===== config.mk =====
export PLATFORM = sky130hd
export DESIGN_NAME = sqv_regs
export DESIGN_NICKNAME = d
export VERILOG_FILES = /design/src/shared/sqv_pkg.sv /design/src/hw/sqv_regs.sv /design/src/hw/sqv_fwd_filter.sv
export SDC_FILE = /design/constraint.sdc
export NUM_CORES = 1
export LEC_CHECK = 0
export BUFFER_PORTS_ARGS = -buffer_cell sky130_fd_sc_hd__buf_4
export CORE_ASPECT_RATIO = 0.5
export CORE_MARGIN = 2
export CORE_UTILIZATION = 40
export DETAILED_ROUTE_END_ITERATION = 6
export PLACE_DENSITY = 0.84
export SKIP_LAST_GASP = 1
export SLEW_MARGIN = 30
export SYNTH_ARGS = -nofsm -noshare
export SYNTH_HDL_FRONTEND = slang
export SYNTH_SLANG_ARGS = --single-unit

===== constraint.sdc =====
create_clock -name clk -period 1.4 [get_ports clk]
set_clock_uncertainty 0.2 [all_clocks]
set_input_delay 0.07 -clock clk [delete_from_list [all_inputs] [get_ports clk]]
set_output_delay 0.07 -clock clk [all_outputs]
set_load 0.05 [all_outputs]

===== src/shared/sqv_pkg.sv =====
/*
 * sqv_pkg: shared constants for the queue management control word and the
 * first vlan entry staging word of the switch configuration space.
 * assumes: a simple synchronous register port with byte addresses, 32-bit data.
 */
package sqv_pkg;
    // register byte offsets
    localparam logic [15:0] QMC_OFFSET       = 16'h0390;
    localparam logic [15:0] VEW0_OFFSET      = 16'h0400;
    localparam logic [15:0] VTAC_OFFSET      = 16'h040C;
    // queue management control fields
    localparam int          QMC_SPLIT_LSB    = 6;
    localparam int          QMC_MEMB_BIT     = 1;
    localparam logic [1:0]  QMC_SPLIT_RST    = 2'h2;
    localparam logic        QMC_MEMB_RST     = 1'h1;
    // vlan entry word zero fields
    localparam int          VEW_VALID_BIT    = 31;
    localparam int          VEW_FWD_BIT      = 27;
    localparam int          VEW_PRIO_LSB     = 24;
    localparam int          VEW_MST_LSB      = 12;
    localparam int          VEW_FILTER_LSB   = 0;
    localparam logic [31:0] VEW_WMASK        = 32'h8F00707F;
    localparam logic [31:0] QMC_WMASK        = 32'h000000FF;
    localparam logic [31:0] VEW_RST          = 32'h00000000;
    // access control fields (byte 0x040E sits in word 0x040C, bits 23:16)
    localparam int          VTAC_START_BIT   = 23;
    localparam int          VTAC_ACT_LSB     = 16;
    localparam logic [1:0]  VTAC_ACT_WRITE   = 2'h1;
    localparam logic [1:0]  VTAC_ACT_NOP     = 2'h0;
    // split codes
    localparam logic [1:0]  SPLIT_P3         = 2'h0;
    localparam logic [1:0]  SPLIT_P23        = 2'h2;
    localparam logic [1:0]  SPLIT_P123       = 2'h3;
    localparam int          PORTS            = 5;
    // table commit takes this many cycles
    localparam int          COMMIT_CYCLES    = 2;
endpackage


===== src/hw/sqv_regs.sv =====
/*
 * sqv_regs: queue management control word, vlan entry staging word zero,
 * table access start/action, queue split and forwarding source selection.
 * assumes: software register port is synchronous to clk, one access per cycle;
 * the vlan table itself lives outside and takes commit_write and commit_word.
 */
`timescale 1ns/1ns
// Functional notes
// - two-bit split code chooses which regenerated priorities go high; reset code 10
// - discard bit at one restricts all frames to port membership map
// - discard bit zero leaves single-destination frames unrestricted
// - discard zero with mirroring drops mirrored single-destination frames
// - bit 31 of entry word marks entry valid, resets to zero
// - forward bit 27 selects entry port map, else lookup result
// - entry priority in bits 26 to 24, reset zero
// - spanning tree instance in bits 14 to 12, reset zero
// - filter identifier in bits 6 to 0 feeds lookup hash
// - start bit plus write action commits entry; hardware clears start when done
module sqv_regs #(
    parameter int NPORT = sqv_pkg::PORTS
) (
    input  wire logic             clk,
    input  wire logic             rst_n,
    input  wire logic             reg_wr,
    input  wire logic             reg_rd,
    input  wire logic [15:0]      reg_addr,
    input  wire logic [31:0]      reg_wdata,
    output logic [31:0]           reg_rdata,
    output logic                  reg_rvalid,
    input  wire logic [1:0]       regen_prio,
    output logic                  queue_high,
    input  wire logic [NPORT-1:0] entry_port_map,
    input  wire logic [NPORT-1:0] lookup_port_map,
    output logic [NPORT-1:0]      fwd_ports,
    input  wire logic             frame_valid,
    input  wire logic [NPORT-1:0] frame_dest_map,
    input  wire logic [NPORT-1:0] frame_member_map,
    input  wire logic             frame_mirrored,
    input  wire logic             mirror_enable,
    output logic                  frame_out_valid,
    output logic [NPORT-1:0]      frame_out_map,
    output logic                  frame_out_drop,
    output logic                  commit_write,
    output logic [31:0]           commit_word,
    output logic                  entry_valid,
    output logic [2:0]            entry_priority,
    output logic [2:0]            spanning_tree_instance,
    output logic [6:0]            filter_identifier
);
    import sqv_pkg::*;

    typedef enum logic [1:0] {
        SQV_IDLE,
        SQV_BUSY
    } sqv_state_t;

    ////////////////////////////////////////////////////////////////////////////
    // register state

    logic [31:0] qmc_r;
    logic [31:0] qmc_nxt;
    logic [31:0] vew_r;
    logic [31:0] vew_nxt;
    logic [1:0]  act_r;
    logic [1:0]  act_nxt;
    logic        start_r;
    logic        start_nxt;
    sqv_state_t  st_r;
    sqv_state_t  st_nxt;
    logic [1:0]  cnt_r;
    logic [1:0]  cnt_nxt;
    logic        cwr_nxt;
    logic [31:0] rdata_nxt;
    logic        hit_qmc;
    logic        hit_vew;
    logic        hit_vtac;
    logic        done;

    assign hit_qmc  = (reg_addr == QMC_OFFSET);
    assign hit_vew  = (reg_addr == VEW0_OFFSET);
    assign hit_vtac = (reg_addr == VTAC_OFFSET);
    assign done     = (st_r == SQV_BUSY) && (cnt_r == 2'(COMMIT_CYCLES - 1));

    // software writes, masked so read-only reserved bits stay zero
    always_comb begin
        qmc_nxt = qmc_r;
        vew_nxt = vew_r;
        act_nxt = act_r;
        if (reg_wr && hit_qmc) begin
            qmc_nxt = reg_wdata & QMC_WMASK;
        end
        if (reg_wr && hit_vew) begin
            vew_nxt = reg_wdata & VEW_WMASK;
        end
        if (reg_wr && hit_vtac && st_r == SQV_IDLE) begin
            act_nxt = reg_wdata[VTAC_ACT_LSB +: 2];
        end
    end

    // start bit and commit sequencing; an access control write while busy is ignored
    always_comb begin
        st_nxt    = st_r;
        cnt_nxt   = cnt_r;
        start_nxt = start_r;
        cwr_nxt   = 1'b0;
        case (st_r)
            SQV_IDLE: begin
                if (reg_wr && hit_vtac && reg_wdata[VTAC_START_BIT]) begin
                    start_nxt = 1'b1;
                    st_nxt    = SQV_BUSY;
                    cnt_nxt   = 2'h0;
                end
            end
            SQV_BUSY: begin
                cnt_nxt = cnt_r + 2'h1;
                if (done) begin
                    start_nxt = 1'b0;
                    cwr_nxt   = (act_r == VTAC_ACT_WRITE);
                    st_nxt    = SQV_IDLE;
                end
            end
            default: begin
                st_nxt    = SQV_IDLE;
                start_nxt = 1'b0;
            end
        endcase
    end

    // read mux, unmapped addresses read zero
    always_comb begin
        rdata_nxt = 32'h00000000;
        if (hit_qmc) begin
            rdata_nxt = qmc_r;
        end else if (hit_vew) begin
            rdata_nxt = vew_r;
        end else if (hit_vtac) begin
            rdata_nxt[VTAC_START_BIT]      = start_r;
            rdata_nxt[VTAC_ACT_LSB +: 2]   = act_r;
        end
    end

    // registers
    always_ff @(posedge clk) begin
        if (!rst_n) begin
            qmc_r      <= {24'h000000, QMC_SPLIT_RST, 4'h0, QMC_MEMB_RST, 1'h0};
            vew_r      <= VEW_RST;
            act_r      <= VTAC_ACT_NOP;
            start_r    <= 1'b0;
            st_r       <= SQV_IDLE;
            cnt_r      <= 2'h0;
            reg_rdata  <= 32'h00000000;
            reg_rvalid <= 1'b0;
        end else begin
            qmc_r      <= qmc_nxt;
            vew_r      <= vew_nxt;
            act_r      <= act_nxt;
            start_r    <= start_nxt;
            st_r       <= st_nxt;
            cnt_r      <= cnt_nxt;
            reg_rdata  <= reg_rd ? rdata_nxt : 32'h00000000;
            reg_rvalid <= reg_rd;
        end
    end

    ////////////////////////////////////////////////////////////////////////////
    // queue split and forwarding source

    logic                 high_nxt;
    logic [NPORT-1:0]     fwd_nxt;
    logic [1:0]           split;

    assign split = qmc_r[QMC_SPLIT_LSB +: 2];

    // split priorities between low and high queue
    always_comb begin
        case (split)
            SPLIT_P3:   high_nxt = (regen_prio == 2'h3);
            SPLIT_P23:  high_nxt = (regen_prio >= 2'h2);
            SPLIT_P123: high_nxt = (regen_prio != 2'h0);
            default:    high_nxt = (regen_prio >= 2'h2);
        endcase
        fwd_nxt = vew_r[VEW_FWD_BIT] ? entry_port_map : lookup_port_map;
    end

    // registered decision and entry field outputs
    always_ff @(posedge clk) begin
        if (!rst_n) begin
            queue_high             <= 1'b0;
            fwd_ports              <= '0;
            commit_write           <= 1'b0;
            commit_word            <= 32'h00000000;
            entry_valid            <= 1'b0;
            entry_priority         <= 3'h0;
            spanning_tree_instance <= 3'h0;
            filter_identifier      <= 7'h00;
        end else begin
            queue_high             <= high_nxt;
            fwd_ports              <= fwd_nxt;
            commit_write           <= cwr_nxt;
            commit_word            <= vew_r;
            entry_valid            <= vew_r[VEW_VALID_BIT];
            entry_priority         <= vew_r[VEW_PRIO_LSB +: 3];
            spanning_tree_instance <= vew_r[VEW_MST_LSB +: 3];
            filter_identifier      <= vew_r[VEW_FILTER_LSB +: 7];
        end
    end

    ////////////////////////////////////////////////////////////////////////////
    // membership filter

    sqv_fwd_filter #(
        .NPORT(NPORT)
    ) i_sqv_fwd_filter (
        .clk           (clk),
        .rst_n         (rst_n),
        .req_valid     (frame_valid),
        .dest_map      (frame_dest_map),
        .member_map    (frame_member_map),
        .mirrored      (frame_mirrored),
        .mirror_enable (mirror_enable),
        .memb_discard  (qmc_r[QMC_MEMB_BIT]),
        .out_valid     (frame_out_valid),
        .out_map       (frame_out_map),
        .out_drop      (frame_out_drop)
    );
endmodule


===== src/hw/sqv_fwd_filter.sv =====
/*
 * sqv_fwd_filter: registered forwarding decision from the frame descriptor and the discard bit.
 * assumes: frame descriptors arrive on the core clock from same-domain logic.
 */
`timescale 1ns/1ns
module sqv_fwd_filter #(
    parameter int NPORT = sqv_pkg::PORTS
) (
    input  wire logic             clk,
    input  wire logic             rst_n,
    input  wire logic             req_valid,
    input  wire logic [NPORT-1:0] dest_map,
    input  wire logic [NPORT-1:0] member_map,
    input  wire logic             mirrored,
    input  wire logic             mirror_enable,
    input  wire logic             memb_discard,
    output logic                  out_valid,
    output logic [NPORT-1:0]      out_map,
    output logic                  out_drop
);
    import sqv_pkg::*;

    logic             single;
    logic [NPORT-1:0] map_nxt;
    logic             drop_nxt;

    // exactly one destination bit set
    assign single = (dest_map != '0) && ((dest_map & (dest_map - 1'b1)) == '0);

    // membership restriction and mirror drop
    always_comb begin
        map_nxt  = dest_map & member_map;
        drop_nxt = 1'b0;
        if (!memb_discard && single) begin
            map_nxt  = dest_map;
            drop_nxt = mirror_enable && mirrored;
        end
        if (drop_nxt) begin
            map_nxt = '0;
        end
    end

    // register the decision
    always_ff @(posedge clk) begin
        if (!rst_n) begin
            out_valid <= 1'b0;
            out_map   <= '0;
            out_drop  <= 1'b0;
        end else begin
            out_valid <= req_valid;
            out_map   <= map_nxt;
            out_drop  <= req_valid && drop_nxt;
        end
    end
endmodule


==> metrics.yaml, run 1 <==
synthesis:
  synth.ff_latch_count: 77
  yosys.area_share.simple: 0.190
  syn_inst: 317
  synth.area.top_cells: "dfxtp_1 48%, buf_4 10%, and2_1 4.9%, o31ai_1 3.8%, mux2i_1 3.5%"
  avgSynthCellArea_um2: 10.0
  synthDistinctLibCells: 42
  synth_xor_area_frac: 0.00275
  syn_area_um2: 3180
  yosys.area.top_type: "dfxtp_1"
  synth_top_family_by_area: "simple AND/OR/NAND/NOR gates"
  synthMuxAreaShare: 0.0346
  yosys.area.top_type_share: 0.484
  yosys.area_share.adder: 0.0118
  synth_compound_area_frac: 0.133
  synth.yosys.seq_area_share: 0.484
  yosys_warnings: 0
clocking:
  root_buffer: "clkbuf_16"
  clk_pin_slew_ns: 0.06
  cts_tree: "yes"
  clock_latency_ns: 0.33
  clock_path_buffers: 2
  cts_sinks: 77
  cts_buffers: 9
  cts_max_level: 3
global_routing:
  antenna_found_initial: 0
  grt_usage: 0.208
  grt_max_degree: 34
  grt_pass1_vias: 2797
  grt-ovfl-total: 0
  grt_pass1_wl_um: 13800
drt:
  drt-vias-per-instance: 4.80
  drc: 0
  drt-wirelength-per-cell_um: 15.2
  ant_nets: 0
  vias: 2898
  totalWireLength_um: 9160
  dr.pass1.iters: 4
  drt_iter0_markers: 188
placement:
  placed_area_um2: 4140
  pre_cts_ws_ns: -0.241
  numPortBuffers: 126
  place.gp.congestion: 0.708
  place.detailed.hpwl_um: 5450
power:
  powerDensity_nw_per_um2: 1110
  comb_power_share: 0.121
  switchingPower_w: 0.00130
  p_seq_frac: 0.402
  swShare: 0.235
  p_int_w: 0.00422
  clkPwrFrac: 0.478
  p_leak_nw: 2.23
  vdd_drop_max_mv: 0.760
timing:
  fin_crit_sh: 1.07
  max_freq_mhz: 666
  holdWs_ns: -0.0647
  hold_viol_final: 1
  drv_slew: 0
  rsz0062_at_grt: "true"
  setup_viol: 6
  final.min_clock_period_ns: 1.50
  worst_slack_ns: -0.101
setup_path:
  critPathRequiredTime_ns: 1.42
  cp-start-kind: "flop"
  cp.arrival_ns: 1.52
  crit_path_end_kind: "flop"
  critPathMaxFanout: 6
  path_class: "reg2reg"
hold_path:
  hold_path_class: "in2reg"
finish:
  antennaDiodeCount: 0
  final_cell_area_um2: 4990
  layout-drive-gt1-share: 0.365
  nNetsFinal: 571
  synthToLayoutAreaGrowth_pct: 56.7
floorplan:
  placement_rows: 22
  die_w_um: 130
  core-area_um2: 7510
  die_area_um2: 8730
  start_util: 0.423
  dieHeight_um: 67.1
  io_pins: 170
run_status:
  status: "complete, but fails checks"
  violations: "hold timing, setup timing"
run:
  cap_violations: 0
-- synthesized netlist by cell type (all sizes together) --
| master | instances |
|---|---|
| o31ai | 16 |
| and2 | 25 |
| a31o | 1 |
| a211oi | 1 |
| nand3 | 2 |
| o21ai | 20 |
| nor2 | 12 |
| inv | 10 |
| and4b | 1 |
| nor4b | 5 |
| and3 | 2 |
| or3 | 1 |
| xor2 | 1 |
| a21oi | 3 |
| nand2 | 29 |
| o41ai | 1 |
| conb | 1 |
| ha | 3 |
| nand4 | 6 |
| a22o | 8 |
| and4 | 2 |
| buf | 52 |
| or2 | 1 |
| mux2i | 11 |
| o311ai | 1 |
| dfxtp | 77 |
| o2111a | 4 |
| clkbuf | 7 |
| o21a | 2 |
| nor3 | 5 |
| a211o | 1 |
| nor4 | 5 |
| o22ai | 1 |
-- registers in the layout, summed over array words and instances (netlist names), 4 cells and up --
name and count:
filter_identifier 6, vew_r 15, fwd_ports 5, i_sqv_fwd_filter.out_map 5
qmc_r 8, commit_word 4, reg_rdata 19
-- path summary, 6_finish.rpt --
kind	startpoint	cells past startpoint	endpoint	slack [ns]
setup / recovery	qmc_r[1]	4	i_sqv_fwd_filter.out_map[2]	-0.10
hold / removal	reg_addr[11]	4	reg_rdata[7]	-0.06
setup reg to reg	qmc_r[1]	4	i_sqv_fwd_filter.out_map[2]	-0.10
hold reg to reg	vew_r[12]	1	reg_rdata[12]	0.25
-- critical path, stage by stage (launching register included) --
cell and delay (ns):
dfxtp_4 0.39, nor4b_2 0.05, o21a_1 0.23, or2_4 0.29, o2111a_1 0.24
-- metal layers --
layer  routed length, um  up-vias  GRT usage  part of all wire
met5                   0        -          0                 0
met4                 284        0      0.109             0.031
met3                 587       32     0.0578             0.064
met2                4790      127      0.379              0.52
li1                    -     1376          -                 -
met1                3500     1363      0.222              0.38
-- timing repair --
| item | in CTS | in global routing |
|---|---|---|
| hold buffers | 46 | 2 |
| resized for setup | 6 | 4 |
| buffers inserted | 0 | 0 |
| endpoints found under the hold margin | 44 | 5 |
| setup endpoints to repair | 5 | 10 |
| pin swaps | 3 | 1 |
-- power by group through the flow --
stage | logic (W) | clock network (W) | registers, W
floorplan | 0.000310 | 0 | 0.00233
global placement | 0.000527 | 0 | 0.00226
detailed placement | 0.000533 | 0 | 0.00226
CTS | 0.000640 | 0.00263 | 0.00221
global route | 0.000691 | 0.00278 | 0.00221
finish | 0.000665 | 0.00263 | 0.00221
-- cells in the final DEF (no fill, tap or decap), drive strengths merged, types with 11 or more instances in the layout --
cell type    Yosys  final
mux2i           11     11
nand2           29     29
dlygate4sd3      0     47
conb             1     30
o21ai           20     20
and2            25     25
nor2            12     12
buf             52    146
dfxtp           77     77
o31ai           16     16
-- layout make-up --
type / instances / area, um2
Multi-Input combinational cell: 200 / 1320
Clock buffer: 10 / 229
Clock inverter: 6 / 111
Sequential cell: 77 / 1550
Tap cell: 108 / 135
Inverter: 10 / 37.5
Fill cell: 531 / 2530
Timing Repair Buffer: 193 / 1600
-- per-stage QoR --
stage	instances	power [W]	hold WS [ns]	TNS, ns	utilization
2_1_floorplan	346	0.00264	-0.0122	-0.156	-
3_3_place_gp	541	0.00279	0.0806	-6.07	0.551
3_5_place_dp	541	0.00280	0.0959	-6.97	0.551
4_1_cts	603	0.00548	-0.0759	-0.247	0.661
5_1_grt	604	0.00568	-0.0502	-0.743	0.664
6_report	604	0.00551	-0.0647	-0.478	0.664
-- cell families after synthesis --
group,after synthesis
DFF,77
other,1
xor gates and xnor gates,1
adders and majority gates,3
muxes,11
buffers and inverters,69
and+or+nand+nor,96
AOI/OAI and AO/OA,59
No activity file was read; power rests on OpenSTA's default activity.
==> run 2: changes to the inputs <==
- ABC_AREA: not set -> 1
- PLACE_DENSITY: 0.84 -> 0.85
==> run 2 against run 1 <==
Maximum frequency up 0.35%; largest cell class unchanged; the run ends with setup timing left; sequential share of layout area up 0.23 points; critical path type is now in2reg; sequential power about the same; non-clock buffer count down 3; combinational power up 0.6%; core utilization down 0.064 points.
==> metrics.yaml, run 2 <==
run_status:
  status: "complete, but fails checks"
  violations: "setup timing"
setup_path:
  path_class: "in2reg"
  critPathMaxFanout: 15  # +9
  worstSetupStartpoint: "reg_wr"
  critPathRequiredTime_ns: 1.42  # about the same
  crit_path_end_kind: "flop"
  r2r-start: "qmc_r[6]"
  cp.arrival_ns: 1.52  # about the same
  cp-start-kind: "input pin"
drt:
  drc: 0  # unchanged
  dr.pass1.iters: 6  # +2
  totalWireLength_um: 12400  # +35%
  vias: 3586  # +24%
  drt-vias-per-instance: 5.09  # +6.0%
  ant_nets: 0  # unchanged
  drt-wirelength-per-cell_um: 17.6  # +16%
  drt_iter0_markers: 481  # +160%
floorplan:
  dieHeight_um: 66.7  # -0.61%
  die_w_um: 129  # -0.63%
  io_pins: 170  # unchanged
  placement_rows: 22  # unchanged
  core-area_um2: 7460  # -0.73%
  start_util: 0.421  # -0.00241
  die_area_um2: 8620  # -1.2%
synthesis:
  async_flop_share: 0  # unchanged
  synth-edff-count: 0  # unchanged
  yosys_warnings: 0  # unchanged
  yosys.area.top_type: "dfxtp_1"
  synthDistinctLibCells: 26  # -38%
  synth_flop_cell: "dfxtp_1"
  synth.area.top_cells: "dfxtp_1 49%, buf_4 11%, nand2_1 10%, nor2_1 10%, inv_1 6.3%"
  synth.yosys.seq_area_share: 0.491  # +0.00637
  syn_area_um2: 3140  # -1.3%
  yosys.area.top_type_share: 0.491  # +0.00637
  avgSynthCellArea_um2: 7.55  # -25%
  syn_inst: 416  # +31%
  synthTopCellsByCount: "87 x nand2_1, 87 x nor2_1, 77 x dfxtp_1"
  synth.ff_latch_count: 77  # unchanged
global_routing:
  grt_pass1_vias: 3297  # +18%
  grt-ovfl-total: 0  # unchanged
  antenna_found_initial: 2  # +2
  grt_max_degree: 31  # -8.8%
  grt_usage: 0.250  # +0.0423
  grt_pass1_wl_um: 16400  # +19%
finish:
  synthToLayoutAreaGrowth_pct: 57.5
  layout.cells.non_filler: 705  # +17%
  largest_reg_flops: 19  # unchanged
  layout_commonest_cell: "buf_4"
  layout-drive-gt1-share: 0.303  # -0.0624
  reg_top3: "reg_rdata x19, vew_r x15, qmc_r x8"
  utilization: 0.663  # about the same
  nNetsFinal: 670  # +17%
  layout_common_cells: "136 x buf_4, 84 x nand2_1, 82 x nor2_1"
  registers.top_by_ff_count: "reg_rdata"
clocking:
  clk_pin_slew_ns: 0.07  # about the same
  root_buffer: "clkbuf_16"
  cts_max_level: 3  # unchanged
  clock_latency_ns: 0.34  # about the same
  clock_path_buffers: 2  # unchanged
  cts_tree: "yes"
  cts_buffers: 9  # unchanged
  cts_sinks: 77  # unchanged
timing:
  rsz0062_at_grt: "true"
  worst_slack_ns: -0.0954  # +0.00517 ns
  fin_crit_sh: 1.07  # -0.00369
  drv_slew: 0  # unchanged
  max_freq_mhz: 669  # +0.35%
  setup_viol: 11  # +5
  holdWs_ns: 0.0892  # +0.154 ns
  final.min_clock_period_ns: 1.50  # -0.00517 ns
  hold_viol_final: 0  # -1
power:
  vdd_drop_max_mv: 0.783  # +3.0%
  powerDensity_nw_per_um2: 1030  # -6.5%
  p_leak_nw: 2.61  # +17%
hold_path:
  hp-start: "frame_dest_map[1]"
  hold_path_class: "in2reg"
placement:
  place.detailed.hpwl_um: 5520  # +1.3%
  placedCellCount: 636  # +18%
  numPortBuffers: 126  # unchanged
  place.gp.congestion: 0.780  # +10%
run:
  cap_violations: 0  # unchanged
run 2: power breakdown:
part | leakage, nW | internal [W] | switching, W
Clock | 0.126 | 0.00122 | 0.00100
Combinational | 1.87 | 0.000256 | 0.000413
Sequential | 0.623 | 0.00221 | 0.00000734
Total | 2.61 | 0.00369 | 0.00142
run 2: area by class of cell:
type                            count  area, um2
Multi-Input combinational cell    259       1170
Sequential cell                    77       1550
Antenna cell                        2       5.00
Clock buffer                        9        225
Fill cell                         494       2510
Inverter                           53        199
Tap cell                          108        135
Timing Repair Buffer              190       1600
Clock inverter                      7       58.8
run 2: per-stage QoR:
step / area, um2 / setup slack, ns / setup TNS, ns / power (W)
after floorplan: 3250 / 0.143 / 0 / 0.00264
after global placement: 4060 / 0.0330 / 0 / 0.00276
after detailed placement: 4060 / -0.0158 / -0.0468 / 0.00277
after CTS: 4830 / 0.00560 / 0 / 0.00502
after global routing: 4950 / -0.103 / -0.553 / 0.00523
final: 4950 / -0.0954 / -0.418 / 0.00511
run 2: worst max-delay path: stages:
cell	delay (ns)
dlygate4sd3_1	0.58
buf_6	0.13
nand4_1	0.10
buf_4	0.18
buf_12	0.15
nor2_1	0.20
nor2_1	0.09
run 2: cells by family (layout without fill, tap and decap cells):
group,count (synthesis),after routing,share of synthesized area
adder cells (fa/ha/maj),3,3,0.0120
other,1,32,0.00119
AND/OR/NAND/NOR,203,203,0.269
AO/OA/AOI/OAI,22,22,0.0363
XOR/XNOR,1,1,0.00279
buffers and inverters,109,259,0.188
flip-flops,77,77,0.491
run 2: layer usage:
layer  vias to the layer above  track usage  routed length [um]  share of wire
met3                       103       0.0739                1340           0.11
met2                       325        0.445                5890           0.47
met5                         -            0                   0              0
li1                       1531            -                   -              -
met4                         0        0.183                1040          0.084
met1                      1627        0.255                4130           0.33
run 2: repair_timing:
action	CTS	global route
endpoints found under the hold margin	47	0
hold buffers	48	0
endpoints found under the setup margin	0	22
resized for setup	0	30
setup buffers	0	2
run 2: path summary, 6_finish.rpt:
path / slack, ns / to / cells past startpoint
hold / removal: 0.09 / i_sqv_fwd_filter.out_drop / 7
hold reg to reg: 0.23 / commit_word[14] / 2
setup reg to reg: -0.09 / queue_high / 6
setup / recovery: -0.1 / vew_r[1] / 7
==> run 3: changes to the inputs <==
- SKIP_CTS_REPAIR_TIMING: not set -> 1
- SLEW_MARGIN: 30 -> not set
==> run 3 against run 2 <==
The flow finishes with violations (hold timing, setup timing); register-to-register slack lost 0.03 ns; critical path depth is 2 lower; non-clock buffer count down 6; sequential share of layout area rose by 0.82 points; first-iteration DRC count fell by 20%; design area is 2.8% lower; sequential power about the same; core utilization is 1.9 points lower; largest cell class is now registers.
==> metrics.yaml, run 3 (synthesis gave the netlist of run 2 again) <==
run_status:
  status: "complete, but fails checks"
  violations: "hold timing, setup timing"
timing:
  final.min_clock_period_ns: 1.52  # +0.0270 ns
  drv_slew: 0  # unchanged
  holdWs_ns: -0.0268  # -0.116 ns
  hold_viol_final: 3  # +3
  max_freq_mhz: 657  # -1.8%
  fin_crit_sh: 1.09  # +0.0193
  setup_viol: 2  # -9
  worst_slack_ns: -0.122  # -0.0270 ns
global_routing:
  grt_usage: 0.175  # -0.0752
  grt_max_degree: 31  # unchanged
  grt_pass1_vias: 2558  # -22%
  use_met1: 0.181  # -0.0731
  grt_busiest_layer: "met2"
  met2_usage: 0.332  # -0.113
  grtUsageMet3: 0.0554  # -0.0185
  antenna_found_initial: 1  # -1
  grt-ovfl-total: 0  # unchanged
  grt_pass1_wl_um: 11500  # -30%
placement:
  placed_area_um2: 4060  # unchanged
  numPortBuffers: 126  # unchanged
  place.gp.congestion: 0.780  # unchanged
  place.detailed.hpwl_um: 5520  # unchanged
  placedCellCount: 636  # unchanged
finish:
  utilization: 0.644  # -0.0186
  registers.top_by_ff_count: "reg_rdata"
  layout_common_cells: "137 x buf_4, 87 x nor2_1, 87 x nand2_1"
  layout-drive-gt1-share: 0.278  # -0.0241
  nNetsFinal: 664  # -0.90%
  synthToLayoutAreaGrowth_pct: 53.1
  layout_commonest_cell: "buf_4"
  reg_top3: "reg_rdata x19, vew_r x15, qmc_r x8"
  final_cell_area_um2: 4810  # -2.8%
  layout.cells.non_filler: 699  # -0.85%
  largest_reg_flops: 19  # unchanged
drt:
  drt-vias-per-instance: 4.75  # -6.6%
  drt_iter0_markers: 383  # -20%
  dr.pass1.iters: 5  # -1
  drt-wirelength-per-cell_um: 15.1  # -14%
  ant_nets: 0  # unchanged
  vias: 3322  # -7.4%
  drc: 0  # unchanged
  totalWireLength_um: 10500  # -15%
setup_path:
  path_cells: "inv_1 -> ha_1 -> o21ai_1 -> nand2_1 -> a21oi_1"
  regToRegSetupSlack_ns: -0.12  # -0.03 ns
  cp_top_family: "flip-flops"
  critPathRequiredTime_ns: 1.45  # +0.03 ns
  path_class: "reg2reg"
  cp.arrival_ns: 1.57  # +0.05 ns
  r2r_cells: 5  # -1
  slowest_delay_ns: 0.36  # -0.22 ns
  cp-start-kind: "flop"
  r2r-start: "qmc_r[7]"
  slowest_stage: "dfxtp_1"
  critPathMaxFanout: 3  # -12
  critPathBufInv: 1  # -3
  crit_path_end_kind: "flop"
  timing.rr.end: "queue_high"
power:
  p_leak_nw: 2.56  # -2.1%
  vdd_drop_max_mv: 0.657  # -16%
  powerDensity_nw_per_um2: 1050  # +1.9%
clocking:
  clock_latency_ns: 0.33  # about the same
  cts_buffers: 9  # unchanged
  clk_pin_slew_ns: 0.07  # about the same
  clock_path_buffers: 2  # unchanged
  cts_sinks: 77  # unchanged
  cts_max_level: 3  # unchanged
  cts_tree: "yes"
  root_buffer: "clkbuf_16"
hold_path:
  hold_path_end: "cnt_r[1]"
  hold_path_class: "in2reg"
  hold_depth: 4  # -3
  hp-start: "reg_wdata[23]"
floorplan:
  core-area_um2: 7460  # unchanged
  placement_rows: 22  # unchanged
  start_util: 0.421  # unchanged
  io_pins: 170  # unchanged
  die_area_um2: 8620  # unchanged
  dieHeight_um: 66.7  # unchanged
  die_w_um: 129  # unchanged
run:
  cap_violations: 0  # unchanged
==> run 3: tightest hold or removal path: stages <==
cell and delay [ns]:
buf_4 0.08, nand4_1 0.14, nand3_1 0.12, a21oi_2 0.05
==> run 3: where the power goes <==
part	internal [W]	total [W]	leakage [nW]	switching, W
Clock	0.00122	0.00221	0.126	0.000991
Sequential	0.00221	0.00222	0.623	0.00000724
Combinational	0.000243	0.000634	1.81	0.000391
Total	0.00367	0.00506	2.56	0.00139
==> run 3: metal layers <==
layer	part of all wire	vias up	wire [um]
met4	0.071	0	749
met3	0.083	79	871
met2	0.49	223	5210
met5	0	-	0
met1	0.35	1501	3710
li1	-	1519	-
==> run 3: metrics by stage <==
| step | setup TNS, ns | total power, W | setup WS, ns |
|---|---|---|---|
| floorplan | 0 | 0.00264 | 0.143 |
| global placement | 0 | 0.00276 | 0.0330 |
| detailed placement | -0.0468 | 0.00277 | -0.0158 |
| global route | -0.469 | 0.00518 | -0.208 |
| finish | -0.142 | 0.00506 | -0.122 |
| CTS | 0 | 0.00491 | 0.0363 |
==> run 3: worst max-delay path by stage <==
stage                           start            end  slack (ns)  cells past startpoint
after floorplan              cnt_r[1]       cnt_r[1]        0.14                      4
after global placement    reg_addr[8]  reg_rdata[12]        0.03                      8
after detailed placement  reg_addr[8]  reg_rdata[26]       -0.02                      8
after CTS                    cnt_r[1]       cnt_r[1]        0.04                      4
after global routing         qmc_r[7]     queue_high       -0.21                      5
final                        qmc_r[7]     queue_high       -0.12                      5
==> run 3: area by class of cell <==
cell class / instances / area [um2]
fill: 512 / 2650
sequential: 77 / 1540
timing repair buffer: 184 / 1520
multi-input combinational: 259 / 1120
clock buffer: 9 / 225
inverter: 53 / 199
tap: 108 / 135
clock inverter: 7 / 58.8
antenna: 2 / 5.00
